[src/core/dram_refresh_defines.svh]
/*
 * Timing and geometry constants for the dynamic RAM refresh and cycle controller.
 * Assumes a 50 MHz system clock; counts are derived from the times in nanoseconds.
 */
`ifndef DRAM_REFRESH_DEFINES_SVH
`define DRAM_REFRESH_DEFINES_SVH

`define CLK_PERIOD_NS      20
`define REFRESH_PERIOD_NS  2000000
`define ROWS_4K            64
`define ROWS_16K           128
`define ROW_BITS_4K        6
`define ROW_BITS_16K       7
`define CE_ON_MIN_NS       200
`define CE_OFF_MIN_NS      100
`define ADDR_SETUP_NS      20
`define CE_ON_CYCLES       ((`CE_ON_MIN_NS + `CLK_PERIOD_NS - 1) / `CLK_PERIOD_NS)
`define CE_OFF_CYCLES      ((`CE_OFF_MIN_NS + `CLK_PERIOD_NS - 1) / `CLK_PERIOD_NS)
`define SETUP_CYCLES       ((`ADDR_SETUP_NS + `CLK_PERIOD_NS - 1) / `CLK_PERIOD_NS)
`define REFRESH_INTERVAL_CYCLES (`REFRESH_PERIOD_NS / `CLK_PERIOD_NS / `ROWS_16K)

`endif

[src/core/dram_refresh_pkg.sv]
/*
 * Types shared by the dynamic RAM refresh and cycle controller.
 * Assumes the constants header is compiled alongside.
 */
package dram_refresh_pkg;
	typedef enum logic [2:0] {
		ST_IDLE,
		ST_SETUP,
		ST_ACTIVE,
		ST_PRECHARGE
	} cycle_state_t;

	typedef enum logic [1:0] {
		OP_NONE,
		OP_READ,
		OP_WRITE,
		OP_REFRESH
	} cycle_op_t;
endpackage

[src/core/dram_refresh_cycle_control.sv]
/*
 * Refresh timer, refresh row counter, row address selector and cycle sequencer
 * for a board of multiplexed-address dynamic RAM chips.
 * Assumes a single 50 MHz clock and that the system request inputs are synchronous.
 */
`timescale 1ns/1ps
`include "dram_refresh_defines.svh"

// What this block does
// - One refresh cycle per row, all rows within every 2 ms interval.
// - Column address stays stable with full setup and hold during refresh.
// - Refresh row held in a dedicated 6- or 7-bit counter.
// - Selector puts the refresh counter on the row lines during refresh.
// - Periodic timer raises a request whenever a refresh is due.
// - Refresh and access cycles are arbitrated and never overlap.
// - Refresh may be disabled only when normal accesses visit every row.
// - Low, busy system address bits go to the RAM row address.
// - Every cycle runs to completion; chip enable never drops early.
// - Minimum chip enable on and off times are enforced.
module dram_refresh_cycle_control #(
	parameter int ROW_BITS          = `ROW_BITS_16K,
	parameter int COL_BITS          = `ROW_BITS_16K,
	parameter int REFRESH_INTERVAL  = `REFRESH_INTERVAL_CYCLES
) (
	// Clock and reset.
	input  wire logic                         i_clk,
	input  wire logic                         i_rst_n,
	// System request side.
	input  wire logic                         i_req,
	input  wire logic                         i_req_write,
	input  wire logic [ROW_BITS+COL_BITS-1:0] i_addr,
	input  wire logic                         i_refresh_enable,
	output logic                              o_busy,
	output logic                              o_done,
	output dram_refresh_pkg::cycle_op_t       o_op,
	// RAM array side.
	output logic [ROW_BITS-1:0]               o_ram_row,
	output logic [COL_BITS-1:0]               o_ram_col,
	output logic                              o_ram_ce,
	output logic                              o_ram_we
);
	import dram_refresh_pkg::*;

	localparam int ON_CYC  = `CE_ON_CYCLES;
	localparam int OFF_CYC = `CE_OFF_CYCLES;
	localparam int SU_CYC  = `SETUP_CYCLES;
	localparam int TW      = 32;
	localparam int SWEEP_CYC = `REFRESH_PERIOD_NS / `CLK_PERIOD_NS;

	// A due refresh may wait behind one access and must still finish before the next
	// tick, and the whole sweep of rows must fit the retention time.
	if (ROW_BITS != `ROW_BITS_4K && ROW_BITS != `ROW_BITS_16K) begin : g_bad_row_bits
		$error("ROW_BITS must be 6 or 7");
	end
	if (COL_BITS < 1) begin : g_bad_col_bits
		$error("COL_BITS must be at least 1");
	end
	if (REFRESH_INTERVAL < 2 * (ON_CYC + OFF_CYC + SU_CYC + 1)) begin : g_short_interval
		$error("REFRESH_INTERVAL too short to fit a refresh behind an access");
	end
	if (REFRESH_INTERVAL * (2 ** ROW_BITS) > SWEEP_CYC) begin : g_sweep
		$error("REFRESH_INTERVAL too long to sweep every row in time");
	end
	if (SU_CYC < 1 || SU_CYC > 256 || ON_CYC > 256 || OFF_CYC > 256) begin : g_bad_timing
		$error("Chip enable timing counts do not fit the cycle counter");
	end

	function automatic logic [TW-1:0] dec_timer(input logic [TW-1:0] v);
		dec_timer = (v == '0) ? '0 : v - 1'b1;
	endfunction

	////////////////////////////////////////////////////////////////////////////////
	// Refresh timer and row counter.

	logic [TW-1:0]       rtimer_reg, rtimer_next;
	logic                rpend_reg, rpend_next;
	logic [ROW_BITS-1:0] rrow_reg, rrow_next;
	logic                refresh_done;

	always_comb begin
		rtimer_next = dec_timer(rtimer_reg);
		rpend_next  = rpend_reg;
		rrow_next   = rrow_reg;
		if (rtimer_reg == '0) begin
			// Each tick covers one row so the full sweep fits the interval.
			rtimer_next = TW'(REFRESH_INTERVAL - 1);
			if (i_refresh_enable)
				rpend_next = 1'b1;
		end
		if (refresh_done) begin
			// A tick landing on the completion edge still stands pending.
			if (rtimer_reg != '0 || !i_refresh_enable)
				rpend_next = 1'b0;
			rrow_next = rrow_reg + 1'b1;
		end
	end

	always_ff @(posedge i_clk or negedge i_rst_n) begin
		if (!i_rst_n) begin
			rtimer_reg <= '0;
			rpend_reg  <= 1'b0;
			rrow_reg   <= '0;
		end else begin
			rtimer_reg <= rtimer_next;
			rpend_reg  <= rpend_next;
			rrow_reg   <= rrow_next;
		end
	end

	////////////////////////////////////////////////////////////////////////////////
	// Cycle sequencer.

	cycle_state_t          st_reg, st_next;
	cycle_op_t             op_reg, op_next;
	logic [7:0]            cnt_reg, cnt_next;
	logic [ROW_BITS-1:0]   row_reg, row_next;
	logic [COL_BITS-1:0]   col_reg, col_next;
	logic                  ce_reg, ce_next;
	logic                  we_reg, we_next;
	logic                  done_reg, done_next;
	logic                  busy_reg, busy_next;

	assign refresh_done = (st_reg == ST_PRECHARGE) && (cnt_reg == 8'h00)
	                      && (op_reg == OP_REFRESH);

	always_comb begin
		st_next   = st_reg;
		op_next   = op_reg;
		cnt_next  = (cnt_reg == 8'h00) ? 8'h00 : cnt_reg - 8'h01;
		row_next  = row_reg;
		col_next  = col_reg;
		ce_next   = ce_reg;
		we_next   = we_reg;
		done_next = 1'b0;
		case (st_reg)
			ST_IDLE: begin
				// Refresh wins over a waiting access; only one cycle runs at a time.
				if (rpend_reg) begin
					op_next  = OP_REFRESH;
					row_next = rrow_reg;
					// Column stays at its last value, so it is stable throughout.
					col_next = col_reg;
					we_next  = 1'b0;
					cnt_next = 8'(SU_CYC - 1);
					st_next  = ST_SETUP;
				end else if (i_req) begin
					op_next  = i_req_write ? OP_WRITE : OP_READ;
					// Low address bits feed the row so ordinary traffic refreshes too.
					row_next = i_addr[ROW_BITS-1:0];
					col_next = i_addr[ROW_BITS+COL_BITS-1:ROW_BITS];
					we_next  = i_req_write;
					cnt_next = 8'(SU_CYC - 1);
					st_next  = ST_SETUP;
				end
			end
			ST_SETUP: begin
				if (cnt_reg == 8'h00) begin
					ce_next  = 1'b1;
					cnt_next = 8'(ON_CYC - 1);
					st_next  = ST_ACTIVE;
				end
			end
			ST_ACTIVE: begin
				// No abort path exists: enable holds for its full minimum time.
				if (cnt_reg == 8'h00) begin
					ce_next  = 1'b0;
					we_next  = 1'b0;
					cnt_next = 8'(OFF_CYC - 1);
					st_next  = ST_PRECHARGE;
				end
			end
			ST_PRECHARGE: begin
				if (cnt_reg == 8'h00) begin
					done_next = 1'b1;
					op_next   = OP_NONE;
					st_next   = ST_IDLE;
				end
			end
			default: begin
				st_next = ST_IDLE;
				ce_next = 1'b0;
				we_next = 1'b0;
				op_next = OP_NONE;
			end
		endcase
		// Busy follows the next state so it rises on the very edge that takes a cycle.
		busy_next = (st_next != ST_IDLE);
	end

	always_ff @(posedge i_clk or negedge i_rst_n) begin
		if (!i_rst_n) begin
			st_reg   <= ST_IDLE;
			op_reg   <= OP_NONE;
			cnt_reg  <= 8'h00;
			row_reg  <= '0;
			col_reg  <= '0;
			ce_reg   <= 1'b0;
			we_reg   <= 1'b0;
			done_reg <= 1'b0;
			busy_reg <= 1'b0;
		end else begin
			st_reg   <= st_next;
			op_reg   <= op_next;
			cnt_reg  <= cnt_next;
			row_reg  <= row_next;
			col_reg  <= col_next;
			ce_reg   <= ce_next;
			we_reg   <= we_next;
			done_reg <= done_next;
			busy_reg <= busy_next;
		end
	end

	assign o_busy    = busy_reg;
	assign o_done    = done_reg;
	assign o_op      = op_reg;
	assign o_ram_row = row_reg;
	assign o_ram_col = col_reg;
	assign o_ram_ce  = ce_reg;
	assign o_ram_we  = we_reg;
endmodule

[config.mk]
export PLATFORM = sky130hd
export DESIGN_NAME = dram_refresh_cycle_control
export DESIGN_NICKNAME = d
export VERILOG_FILES = /design/src/core/dram_refresh_pkg.sv /design/src/core/dram_refresh_cycle_control.sv
export VERILOG_INCLUDE_DIRS = /design/src /design/src/core
export SDC_FILE = /design/constraint.sdc
export NUM_CORES = 1
export LEC_CHECK = 0
export BUFFER_PORTS_ARGS = -buffer_cell sky130_fd_sc_hd__buf_2
export CAP_MARGIN = 20
export CORE_MARGIN = 2
export CORE_UTILIZATION = 45
export DETAILED_ROUTE_END_ITERATION = 8
export PLACE_DENSITY = 0.7
export SETUP_SLACK_MARGIN = 0.2
export SLEW_MARGIN = 30
export SYNTH_ARGS = -nofsm -noshare
export SYNTH_HDL_FRONTEND = slang
export SYNTH_SLANG_ARGS = --single-unit
[constraint.sdc]
create_clock -name i_clk -period 6.2 [get_ports i_clk]
set_input_delay 1.24 -clock i_clk [delete_from_list [all_inputs] [get_ports i_clk]]
set_output_delay 1.24 -clock i_clk [all_outputs]
set_load 0.05 [all_outputs]
==> flow_summary.json <==
{
  "syn_area_um2": 3402,
  "drt_wl_total_um": 6515,
  "viasPerCell": 5.221,
  "first_global_vias": 2427,
  "drive_gt1_share_pct": 21.29,
  "wl_per_cell_um": 13.86,
  "hold_viol_final": 0,
  "ir_drop_mv": 0.1086,
  "power_w": 0.001214,
  "die_x_um": 90.95,
  "relSlewSlack_pct": 52.64,
  "cts_resized": 0,
  "final_cell_area_um2": 3866,
  "powerDensity_nw_per_um2": 314.0,
  "port_buffers": 38,
  "synth_fa_ha_area_share_pct": 1.839,
  "area.growth.synth_to_final_pct": 13.64,
  "cts_max_level": 3,
  "via_count": 2454,
  "status": "finished clean",
  "synth-async-reset-ratio_pct": 100.0,
  "post_cts_buffers": 0,
  "dr.pass1.iters": 4,
  "path_class": "flip-flop to flip-flop",
  "cap_violations": 0,
  "synth.ff_latch_count": 71,
  "slew_viol_final": 0,
  "synth_xor_area_share_pct": 7.209,
  "diodes": 0,
  "gp_congestion": 0.8444,
  "multi_input_area_um2": 1533,
  "fin_cells": 470,
  "syn_nets": 352,
  "nFillCells": 673,
  "syn_inst": 328,
  "synth.avg_cell_area_um2": 10.37,
  "arrival_ps": 2720,
  "dieArea_um2": 8272,
  "cts_made_buffers": 9,
  "cts-root-buf": "clkbuf_8",
  "finalSetupTns_ps": 0,
  "p_leak_nw": 1.816,
  "worstMarginPinSlew_ps": 703.9,
  "start_util_pct": 46.65,
  "crit_slowest_cell": "nor4_1",
  "required_ps": 6410,
  "placed_area_um2": 3674,
  "io_pins": 39,
  "synth_flop_cell": "dfrtp_1",
  "grt_use_total_pct": 16.97,
  "dp.cells": 455,
  "synthMuxAreaShare_pct": 5.664,
  "end_kind": "flip-flop",
  "grt_max_degree": 72,
  "synth_simple_gate_area_share_pct": 21.81,
  "ctsHoldBuffers": 0,
  "grt_pass1_wl_um": 11440,
  "holdCritPathClass": "flip-flop to flip-flop",
  "grt_overflow": 0,
  "max_freq_ghz": 0.3992,
  "path_cells": "nor4_1, nand3_1, nor3_2, mux2_2",
  "setup_viol_count_final": 0,
  "clock_skew_ps": 11.87,
  "dp_hpwl_um": 4518,
  "num_rows": 31,
  "cp-start-kind": "flip-flop",
  "core_area_um2": 7292,
  "ys_seq_area_share_pct": 52.23,
  "synth_cell_types": 53,
  "synth_edf_count": 0,
  "die_h_um": 90.95,
  "clk_latency_ps": 340,
  "rsz0062_at_grt": "false",
  "critical-path-max-stage-delay_ps": 620,
  "antenna_found_initial": 0,
  "drtAntennaViolNets": 0,
  "seqCellArea_um2": 1777,
  "finalCriticalPeriod_ps": 2505,
  "whs_ps": 478.2,
  "largest_register_ffs": 32,
  "min_period_over_period_pct": 40.40,
  "drt-initial-drc-count": 115,
  "cts_sinks": 71,
  "yosys_warnings": 0,
  "drc": 0,
  "nNetsFinal": 391,
  "tritoncts": "built",
  "crit_fanout": 8,
  "path_clk_slew_ps": 80,
  "synth_top_family_by_area": "simple AND/OR/NAND/NOR gates",
  "synth_compound_area_share_pct": 8.349,
  "clock_path_buffers": 2
}
## metrics by stage
step / setup WS [ps] / utilization [%]
final: 3695 / 53.02
after global routing: 3506 / 53.02
after CTS: 3699 / 52.93
after detailed placement: 3332 / 50.38
after global placement: 3383 / 50.27
after floorplan: 3910 / -
## power by group
part	internal (W)	switching, W	total, W
Clock	0.000182	0.000173	0.000355
Sequential	0.000515	0.0000453	0.000560
Combinational	0.0000983	0.000201	0.000299
Total	0.000795	0.000419	0.00121
## synthesized netlist by cell type (3+ instances only)
master,count,area share [%]
or3_1,9,1.7
nand4_1,5,0.92
xnor2_1,18,4.6
nor4_2,3,1.1
inv_1,10,1.1
nand3_1,4,0.59
nand3b_1,3,0.66
nor2_1,44,4.9
o31ai_1,3,0.66
a21oi_1,12,1.8
nor4_1,9,1.7
ha_1,5,1.8
mux2_2,9,3.0
dfrtp_1,71,52
xor2_1,10,2.6
nor3_1,12,1.8
o21ai_0,20,2.9
nand2_1,23,2.5
mux2i_1,8,2.4
clkbuf_1,8,0.88
## cell type report
type	instances	area share (%)
well taps	99	3.204
multi-input cells	235	39.64
repair buffers	40	5.405
flip-flops and latches	71	45.95
clock inverters	6	1.618
clock buffers	9	3.204
inverters	10	0.9709
## cell usage in the layout (no fill, tap or decap), drive strengths merged, types with 4 or more instances in the layout
cell type / instances
inv: 10
o21ai: 21
or3: 9
nor3: 14
dfrtp: 71
mux2: 10
a21oi: 12
nand3: 4
clkbuf: 9
xor2: 10
nand2: 24
mux2i: 8
buf: 40
nor2: 44
nor4: 14
xnor2: 18
ha: 5
nand4: 5
## metal layers
metal  part of all wire, %  GRT usage [%]  routed length (um)
met5                     0              0                   0
met4                  0.92          4.924                  60
met3                   4.4          4.398                 285
met2                    47          26.85                3060
met1                    48          23.13                3109
## logic make-up (layout without fill, tap and decap cells)
logic type               after synthesis  in the layout
AND/OR/NAND/NOR                      135            135
flip-flops                            71             71
AO/OA/AOI/OAI                         48             48
XOR/XNOR                              28             28
buffers and inverters                 22             65
multiplexers                          18             18
adder cells (fa/ha/maj)                5              5
other                                  1              1
## worst max-delay path: cells and delay by family, from the launching register on
family,cells,cell delay [ps]
simple gates,3,1570
mux,1,400
flops,1,420
## final timing paths
check                       startpoint      endpoint  slack [ps]  cells past startpoint
max                         cnt_reg[3]   rrow_reg[1]        3700                      4
min                        rrow_reg[6]   rrow_reg[6]         480                      1
max reg2reg                 cnt_reg[3]   rrow_reg[1]        3700                      4
min reg2reg                rrow_reg[6]   rrow_reg[6]         480                      1
max in group asynchronous      i_rst_n   rrow_reg[1]        4770                      2
min in group asynchronous      i_rst_n  o_ram_col[4]         990                      2
No activity file was read; power rests on OpenSTA's default activity.
